[src/rtl/lcd_pin_pkg.sv]
// constants for the lcd pin function select block
// Operation
// - eight-common mode: upper common bits pick function
// - four-common mode: upper common bits do nothing
// - lower common bits pick function in both modes
// - segment bit: 0 gpio, 1 segment output
// - segment selects at 0fb4..0fb7, low segment bit0
// - segment selects read back written value, reset zero
// - segment selects act only while port input set
// - display mode field picks four or eight commons
// - port input control enables shared gpio, resets 0
`default_nettype none

package lcd_pin_pkg;

  // register indices; byte address is four times the index
  localparam logic [11:0] IDX_CTRL = 12'hfb2;
  localparam logic [11:0] IDX_COM_SEL = 12'hfb3;
  localparam logic [11:0] IDX_SEG_0_7 = 12'hfb4;
  localparam logic [11:0] IDX_SEG_8_15 = 12'hfb5;
  localparam logic [11:0] IDX_SEG_16_23 = 12'hfb6;
  localparam logic [11:0] IDX_SEG_24_31 = 12'hfb7;
  localparam logic [11:0] IDX_COM_FUNC = 12'hfc0;
  localparam logic [11:0] IDX_SEG_FUNC = 12'hfc1;
  localparam int IDX_LSB = 2;
  localparam int IDX_MSB = 13;

  // control register field positions
  localparam int CTRL_PIC_BIT = 7;
  localparam int CTRL_MODE_LSB = 2;
  localparam int CTRL_MODE_MSB = 4;

  // reset values
  localparam logic [7:0] COM_SEL_RST = 8'h00;
  localparam logic [31:0] SEG_SEL_RST = 32'h0000_0000;
  localparam logic [2:0] MODE_RST = 3'h0;
  localparam logic PIC_RST = 1'b0;
  // port input off after reset, so every segment pin sits on the lcd side
  localparam logic [7:0] COM_FUNC_RST = 8'h00;
  localparam logic [31:0] SEG_FUNC_RST = 32'hffff_ffff;

  // display mode codes: 0 stopped, 1..3 four-common duties, 4..7 eight-common duties
  localparam logic [2:0] MODE_STOP = 3'h0;
  localparam logic [2:0] MODE_EIGHT_MIN = 3'h4;

  // pin counts
  localparam int COM_PINS = 8;
  localparam int COM_LOW_PINS = 4;
  localparam int SEG_PINS = 32;
  localparam int SEG_GROUP = 8;

  // ahb encodings
  localparam logic [1:0] HTRANS_NONSEQ = 2'h2;
  localparam logic HRESP_OKAY = 1'b0;

endpackage

`default_nettype wire

[src/rtl/lcd_pin_function_select.sv]
// lcd common and segment pin function select with ahb-lite registers
//
// The AHB-Lite interface to the registers was decided locally.
`default_nettype none

module lcd_pin_function_select #(
  parameter int COM_COUNT = 8,
  parameter int SEG_COUNT = 32
) (
  // clock and reset
  input wire logic hclk,
  input wire logic hresetn,
  // ahb-lite slave
  input wire logic hsel,
  input wire logic [31:0] haddr,
  input wire logic [1:0] htrans,
  input wire logic hwrite,
  input wire logic [2:0] hsize,
  input wire logic [31:0] hwdata,
  input wire logic hready,
  output logic [31:0] hrdata,
  output logic hreadyout,
  output logic hresp,
  // pin functions, 1 = lcd waveform, 0 = general-purpose i/o
  output logic [7:0] com_func,
  output logic [31:0] seg_func,
  // shared gpio enable
  output logic gpio_enable
);

  // the register map is fixed, so other pin counts are refused at elaboration
  if ((COM_COUNT != lcd_pin_pkg::COM_PINS) ||
      (SEG_COUNT != lcd_pin_pkg::SEG_PINS)) begin : g_bad_size
    $error("lcd_pin_function_select: only 8 commons and 32 segments are served");
  end

  typedef struct packed {
    logic pic;
    logic [2:0] mode;
    logic [7:0] com_sel;
    logic [31:0] seg_sel;
    logic wr_pend;
    logic rd_pend;
    logic [11:0] dp_idx;
    logic [31:0] rdata;
    logic hreadyout;
    logic [7:0] com_func;
    logic [31:0] seg_func;
    logic gpio_en;
  } state_t;

  state_t st_q;
  state_t st_d;

  logic addr_ok;
  logic [11:0] ap_idx;
  logic take;
  logic eight_mode_d;
  logic [3:0] com_hi_d;
  logic [31:0] seg_gated_d;

  // address decode: only word slots in the low block are mapped
  assign ap_idx = haddr[lcd_pin_pkg::IDX_MSB:lcd_pin_pkg::IDX_LSB];
  assign addr_ok = (haddr[31:lcd_pin_pkg::IDX_MSB+1] == 18'h0_0000) && (haddr[1:0] == 2'h0);
  assign take = hsel && hready && (htrans == lcd_pin_pkg::HTRANS_NONSEQ) && addr_ok;

  // mode decode uses the next mode so pins change at the same edge as the register
  assign eight_mode_d = (st_d.mode >= lcd_pin_pkg::MODE_EIGHT_MIN);

  pin_func_gate #(
    .WIDTH(4)
  ) u_com_hi (
    .sel(st_d.com_sel[7:4]),
    .allow(eight_mode_d),
    .fallback(4'h0),
    .func(com_hi_d)
  );

  // segment groups: with port input off the gpio side is dead, so pins stay lcd
  for (genvar g = 0; g < lcd_pin_pkg::SEG_PINS / lcd_pin_pkg::SEG_GROUP; g++) begin : g_seg
    pin_func_gate #(
      .WIDTH(lcd_pin_pkg::SEG_GROUP)
    ) u_seg (
      .sel(st_d.seg_sel[g*8 +: 8]),
      .allow(st_d.pic),
      .fallback(8'hff),
      .func(seg_gated_d[g*8 +: 8])
    );
  end

  always_comb begin
    st_d = st_q;
    st_d.hreadyout = 1'b1;
    // data phase of a write lands here
    if (st_q.wr_pend) begin
      case (st_q.dp_idx)
        lcd_pin_pkg::IDX_CTRL: begin
          st_d.pic = hwdata[lcd_pin_pkg::CTRL_PIC_BIT];
          st_d.mode = hwdata[lcd_pin_pkg::CTRL_MODE_MSB:lcd_pin_pkg::CTRL_MODE_LSB];
        end
        lcd_pin_pkg::IDX_COM_SEL: begin
          st_d.com_sel = hwdata[7:0];
        end
        lcd_pin_pkg::IDX_SEG_0_7: begin
          st_d.seg_sel[7:0] = hwdata[7:0];
        end
        lcd_pin_pkg::IDX_SEG_8_15: begin
          st_d.seg_sel[15:8] = hwdata[7:0];
        end
        lcd_pin_pkg::IDX_SEG_16_23: begin
          st_d.seg_sel[23:16] = hwdata[7:0];
        end
        lcd_pin_pkg::IDX_SEG_24_31: begin
          st_d.seg_sel[31:24] = hwdata[7:0];
        end
        default: begin
          // unmapped or read-only slot: write dropped
        end
      endcase
    end
    // address phase
    st_d.wr_pend = take && hwrite;
    st_d.rd_pend = take && !hwrite;
    st_d.dp_idx = take ? ap_idx : 12'h000;
    // effective functions, taken from the next register state
    st_d.com_func = {com_hi_d, st_d.com_sel[3:0]};
    st_d.seg_func = seg_gated_d;
    st_d.gpio_en = st_d.pic;
    // read data is built from the next state, so a write just before is seen
    st_d.rdata = 32'h0000_0000;
    if (take && !hwrite) begin
      case (ap_idx)
        lcd_pin_pkg::IDX_CTRL: begin
          st_d.rdata[lcd_pin_pkg::CTRL_PIC_BIT] = st_d.pic;
          st_d.rdata[lcd_pin_pkg::CTRL_MODE_MSB:lcd_pin_pkg::CTRL_MODE_LSB] = st_d.mode;
        end
        lcd_pin_pkg::IDX_COM_SEL: begin
          st_d.rdata[7:0] = st_d.com_sel;
        end
        lcd_pin_pkg::IDX_SEG_0_7: begin
          st_d.rdata[7:0] = st_d.seg_sel[7:0];
        end
        lcd_pin_pkg::IDX_SEG_8_15: begin
          st_d.rdata[7:0] = st_d.seg_sel[15:8];
        end
        lcd_pin_pkg::IDX_SEG_16_23: begin
          st_d.rdata[7:0] = st_d.seg_sel[23:16];
        end
        lcd_pin_pkg::IDX_SEG_24_31: begin
          st_d.rdata[7:0] = st_d.seg_sel[31:24];
        end
        lcd_pin_pkg::IDX_COM_FUNC: begin
          st_d.rdata[7:0] = st_d.com_func;
        end
        lcd_pin_pkg::IDX_SEG_FUNC: begin
          st_d.rdata = st_d.seg_func;
        end
        default: begin
          st_d.rdata = 32'h0000_0000;
        end
      endcase
    end
  end

  always_ff @(posedge hclk or negedge hresetn) begin
    if (!hresetn) begin
      st_q.pic <= lcd_pin_pkg::PIC_RST;
      st_q.mode <= lcd_pin_pkg::MODE_RST;
      st_q.com_sel <= lcd_pin_pkg::COM_SEL_RST;
      st_q.seg_sel <= lcd_pin_pkg::SEG_SEL_RST;
      st_q.wr_pend <= 1'b0;
      st_q.rd_pend <= 1'b0;
      st_q.dp_idx <= 12'h000;
      st_q.rdata <= 32'h0000_0000;
      st_q.hreadyout <= 1'b1;
      st_q.com_func <= lcd_pin_pkg::COM_FUNC_RST;
      st_q.seg_func <= lcd_pin_pkg::SEG_FUNC_RST;
      st_q.gpio_en <= 1'b0;
    end else begin
      st_q <= st_d;
    end
  end

  assign hrdata = st_q.rdata;
  assign hreadyout = st_q.hreadyout;
  assign hresp = lcd_pin_pkg::HRESP_OKAY;
  assign com_func = st_q.com_func;
  assign seg_func = st_q.seg_func;
  assign gpio_enable = st_q.gpio_en;

  logic eight_mode_q;
  assign eight_mode_q = (st_q.mode >= lcd_pin_pkg::MODE_EIGHT_MIN);

  // the segment slots are four aligned indices, so the low index bits pick the byte
  logic [7:0] seg_byte_q;
  assign seg_byte_q = st_q.seg_sel[ap_idx[1:0] * 8 +: 8];
  logic seg_slot_ap;
  assign seg_slot_ap = (ap_idx >= lcd_pin_pkg::IDX_SEG_0_7) && (ap_idx <= lcd_pin_pkg::IDX_SEG_24_31);
  logic seg_slot_dp;
  assign seg_slot_dp = (st_q.dp_idx >= lcd_pin_pkg::IDX_SEG_0_7)
    && (st_q.dp_idx <= lcd_pin_pkg::IDX_SEG_24_31);
endmodule

`default_nettype wire

[src/rtl/pin_func_gate.sv]
// gate that passes a group of select bits or a fallback pattern
`default_nettype none

module pin_func_gate #(
  parameter int WIDTH = 8
) (
  // selection
  input wire logic [WIDTH-1:0] sel,
  input wire logic allow,
  input wire logic [WIDTH-1:0] fallback,
  // result, 1 means the lcd function owns the pin
  output logic [WIDTH-1:0] func
);

  if (WIDTH < 1) begin : g_bad_width
    $error("pin_func_gate: WIDTH must be at least 1");
  end

  assign func = allow ? sel : fallback;

endmodule

`default_nettype wire
[config.mk]
export PLATFORM = sky130hd
export DESIGN_NAME = lcd_pin_function_select
export DESIGN_NICKNAME = d
export VERILOG_FILES = /design/src/rtl/lcd_pin_pkg.sv /design/src/rtl/lcd_pin_function_select.sv /design/src/rtl/pin_func_gate.sv
export SDC_FILE = /design/constraint.sdc
export NUM_CORES = 1
export LEC_CHECK = 0
export BUFFER_PORTS_ARGS = -buffer_cell sky130_fd_sc_hd__buf_2
export CORE_UTILIZATION = 25
export CTS_BUF_LIST = sky130_fd_sc_hd__clkbuf_16
export CTS_CLUSTER_DIAMETER = 40
export DETAILED_ROUTE_END_ITERATION = 10
export GPL_TIMING_DRIVEN = 0
export HOLD_SLACK_MARGIN = 0.03
export SLEW_MARGIN = 5
export SYNTH_ARGS = -nofsm -noshare
export SYNTH_HDL_FRONTEND = slang
export SYNTH_HIERARCHICAL = 1
export SYNTH_SLANG_ARGS = --single-unit
export TNS_END_PERCENT = 20
[constraint.sdc]
create_clock -name hclk -period 2.6 [get_ports hclk]
set_input_delay 0.26 -clock hclk [delete_from_list [all_inputs] [get_ports hclk]]
set_output_delay 0.26 -clock hclk [all_outputs]
set_load 0.005 [all_outputs]
==> results.txt <==
* Worst hold path cell count: 2
* Buffers plus inverters on the worst setup path: 1
- Largest stage delay, worst path: 0.37 ns
- Number of top-level pins: 149
- Fill cells in the final layout number 2276.
* Master cell of the clock root buffer: clkbuf_16
* Vias post-DR: 3746
- DRC violations left: 0
- The first global-routing pass estimated 20.68 mm of wire.
- The critical path goes through and4b_2 > nand4_1 > nor3b_4 > buf_4 > mux2_4 > mux2_4 > mux2i_1 > nor2_1 > a221oi_1 > a21oi_1.
- The clock passes through at most 2 buffers.
- Worst r2r src: st_q[80]$_DFF_PN0_
- Area after detailed placement: 0.006924 mm²
- IR analysis of the VDD net gives a maximum drop of 270.7 µV.
* Via count of the first global-routing pass: 3740
* Number of antenna diodes: 0
- FF+latch count, synth: 125
* Count of maximum capacitance violations: 0
* Total of warnings raised by yosys: 6
* Die width: 154.4 µm
* Maximum fanout along the worst path: 5
* Post-synth ARST share: 100.0%
- In this run the tightest slew margin relative to its limit is 47.17%.
- Clk_skew: 0.008890 ns
- In this run the cell area of the synthesized design comes to 0.005808 mm².
- Total power per unit cell area: 601.9 mW/mm²
- In this run the worst hold path is classified as in -> reg.
* Top flip-flop cell by instance count after synthesis: dfrtp_1
- In the final layout, flip-flops and latches occupy 0.003169 mm².
- In the synthesized netlist, the number of instances is 433.
- The floorplan has 55 rows.
- Averaged over all synthesized cells, the footprint is 13.41 µm².
- Area added between synthesis and finish: 31.97%
- Number of routed nets with antenna violations: 0
- STA classifies the critical path startpoint as a register.
* TritonCTS clock tree: built
- Setup slack of the worst register-to-register path: 0.04 ns
* Post-synth EDFFs: 0
- The initial antenna violation count was 1.
* Type of destination of the critical path: register
* Ratio of cells with drive above 1 in the final layout: 56.69%
- The finished cells cover 0.007665 mm².
- The startpoint identified for the worst hold timing path is haddr[5].
- For the pin with the worst max-slew slack, the measured transition is 0.7865 ns.
- Timing analysis after detailed placement gives a worst setup slack of -0.3140 ns.
* Number of slew-limit violations in the final report: 0
- Max Clk Rate: 0.3913 GHz
- The critical path starts at st_q[80]$_DFF_PN0_.
- Wires add up to 13.07 mm.
- Unrepaired setup endpoints after global routing: true
- Entering global routing, the biggest net connects 89 pins.
- Initial core utilization: 25.58%
- In this design, the largest share of critical-path delay is due to simple AND/OR/NAND/NOR gates.
- Clock-pin transition on the worst setup and hold timing paths: 0.06 ns
- Kind of critical path: reg -> reg
* Final setup slack of the worst path: 0.04421 ns
* Outcome: completed
* Number of I/O port buffers: 118
* Final setup fails: 0
- H-tree level count: 4
- The number of different library cells used by synthesis comes to 45.
* RR Endpoint: hrdata[5]$_DFF_PN0_
* Clock tree sinks: 125
- Worst Hold End: st_q[77]$_DFF_PN0_
* Vias per cell: 4.072
* Final hold violation count: 0
- After global routing the overflow that remains totals 0.
- For the worst setup path, the data required time is 2.88 ns.
* Total area of multi-input combinational cells: 0.002185 mm²
* Critical Path AT: 2.83 ns
- Cell count of the worst reg-to-reg path: 10
- Share of synthesized area occupied by flip-flops and latches: 54.55%
* Total clock buffers created by CTS: 17
- Cells fill 33.75% of the core in the end.
* Hpwl dp: 9.776 mm
- The first detailed-routing pass took 4 iterations.
* Portion of the clock cycle consumed by the worst path in the final layout: 98.30%
- WL/cell: 14.20 µm
- The analysis attributes to cell leakage a power of 3.873 nW.
- The floorplan step defined a core boundary enclosing 0.02271 mm².
* Final nets: 696
* Final weighted congestion in routability-driven placement: 0.7705
* Count of routing violations after the opening detailed-route iteration: 149
- The floorplan step defined a die boundary enclosing 0.02385 mm².
* Clk Latency, worst-skew pair: 0.41 ns
* Cell seen most often among critical-path stages: mux2_4
* Shortest period the worst path allows: 2.556 ns
- From bottom edge to top edge, the die measures 154.4 µm.
- Cell with the biggest individual delay on the critical path: dfrtp_1
* Overall track demand over capacity in global routing: 11.74%
-- stage by stage --
| step | power (W) | setup TNS [ns] | hold slack [ns] | cells |
|---|---|---|---|---|
| 2_1_floorplan | 0.002238 | 0 | -0.03559 | 469 |
| 6_report | 0.004614 | 0 | 0.06375 | 920 |
| 3_3_place_gp | 0.002388 | -41.34 | 0.4803 | 872 |
| 3_5_place_dp | 0.002398 | -6.198 | 0.1882 | 873 |
| 5_1_grt | 0.004806 | -0.5929 | 0.04736 | 920 |
| 4_1_cts | 0.004692 | -0.02148 | 0.04455 | 918 |
-- cell families after synthesis --
logic type,count (synthesis),share of synthesized area [%]
multiplexers,84,18.27
other,2,0.1293
flip-flops,125,54.55
buffers and inverters,89,11.07
AND/OR/NAND/NOR,101,11.72
AO/OA/AOI/OAI,32,4.266
-- state kept, by name, summed over array words and instances (netlist names) --
| register | count |
|---|---|
| st_q | 52 |
| hrdata | 32 |
| seg_func | 32 |
| com_func | 8 |
| gpio_enable | 1 |
-- routing by layer --
layer	vias to the layer above	wire [µm]	global-route usage, %
li1	1796	-	-
met1	1821	5991	14.92
met2	117	6228	18.64
met3	10	693	3.334
met4	2	137	4.998
met5	-	14	0
-- cell type report --
class	instances	area share, %
Clock buffer	17	5.550
Inverter	3	0.1469
Buffer	85	8.178
Sequential cell	125	41.35
Timing Repair Buffer	135	9.843
Tap cell	285	4.652
Clock inverter	15	1.779
Multi-Input combinational cell	255	28.50
-- timing repair --
action | CTS | global route
setup buffers | 12 | 3
endpoints found under the hold margin | 18 | 0
resized for setup | 15 | 4
setup endpoints to repair | 7 | 18
hold buffers | 1 | 0
pin swaps | 9 | 8
-- cells in the final DEF, fill, tap and decap left out, types with 7 or more instances in the layout --
cell / Yosys / final
buf_2: 1 / 117
dfrtp_1: 93 / 92
buf_4: 74 / 87
mux2_4: 32 / 41
and2_1: 39 / 39
conb_1: 2 / 38
mux2_2: 44 / 35
dfstp_2: 32 / 32
clkbuf_16: 0 / 17
nand2_1: 10 / 10
nor2_1: 8 / 8
nor4_1: 7 / 7
buf_6: 4 / 7
-- cell usage after synthesis, types with 5 or more instances --
cell / instances / share of area (%)
dfstp_2: 32 / 14
nor2_1: 8 / 0.52
nor4_1: 7 / 0.75
nand4_1: 5 / 0.54
a21oi_1: 5 / 0.43
dfrtp_1: 93 / 40
a22oi_1: 5 / 0.65
a221oi_1: 7 / 1.1
mux2_4: 32 / 8.3
and2_1: 39 / 4.2
nand2_1: 10 / 0.65
clkbuf_1: 5 / 0.32
mux2_2: 44 / 8.5
buf_4: 74 / 9.6
a31oi_1: 5 / 0.54
-- worst reg2reg max path, stage by stage (launching register included) --
cell      delay, ns
dfrtp_1        0.37
and4b_2        0.31
nand4_1        0.15
nor3b_4        0.32
buf_4          0.18
mux2_4         0.31
mux2_4         0.27
mux2i_1        0.12
nor2_1         0.06
a221oi_1       0.21
a21oi_1        0.13
-- worst max-delay path by stage --
stage | to | slack (ns) | depth (start not counted)
after global routing | hrdata[6]$_DFF_PN0_ | -0.14 | 9
after CTS | hrdata[3]$_DFF_PN0_ | -0.01 | 7
final | hrdata[5]$_DFF_PN0_ | 0.04 | 10
after global placement | hrdata[15]$_DFF_PN0_ | -0.39 | 1
after detailed placement | hrdata[4]$_DFF_PN0_ | -0.31 | 10
after floorplan | hrdata[4]$_DFF_PN0_ | 0.17 | 10
-- power by group --
| part | internal [W] | leakage (nW) | switching, W |
|---|---|---|---|
| clock | 0.00139 | 0.278 | 0.000864 |
| combinational | 0.000174 | 2.01 | 0.000155 |
| sequential | 0.00202 | 1.59 | 0.0000127 |
No activity file was read; power rests on OpenSTA's default activity.
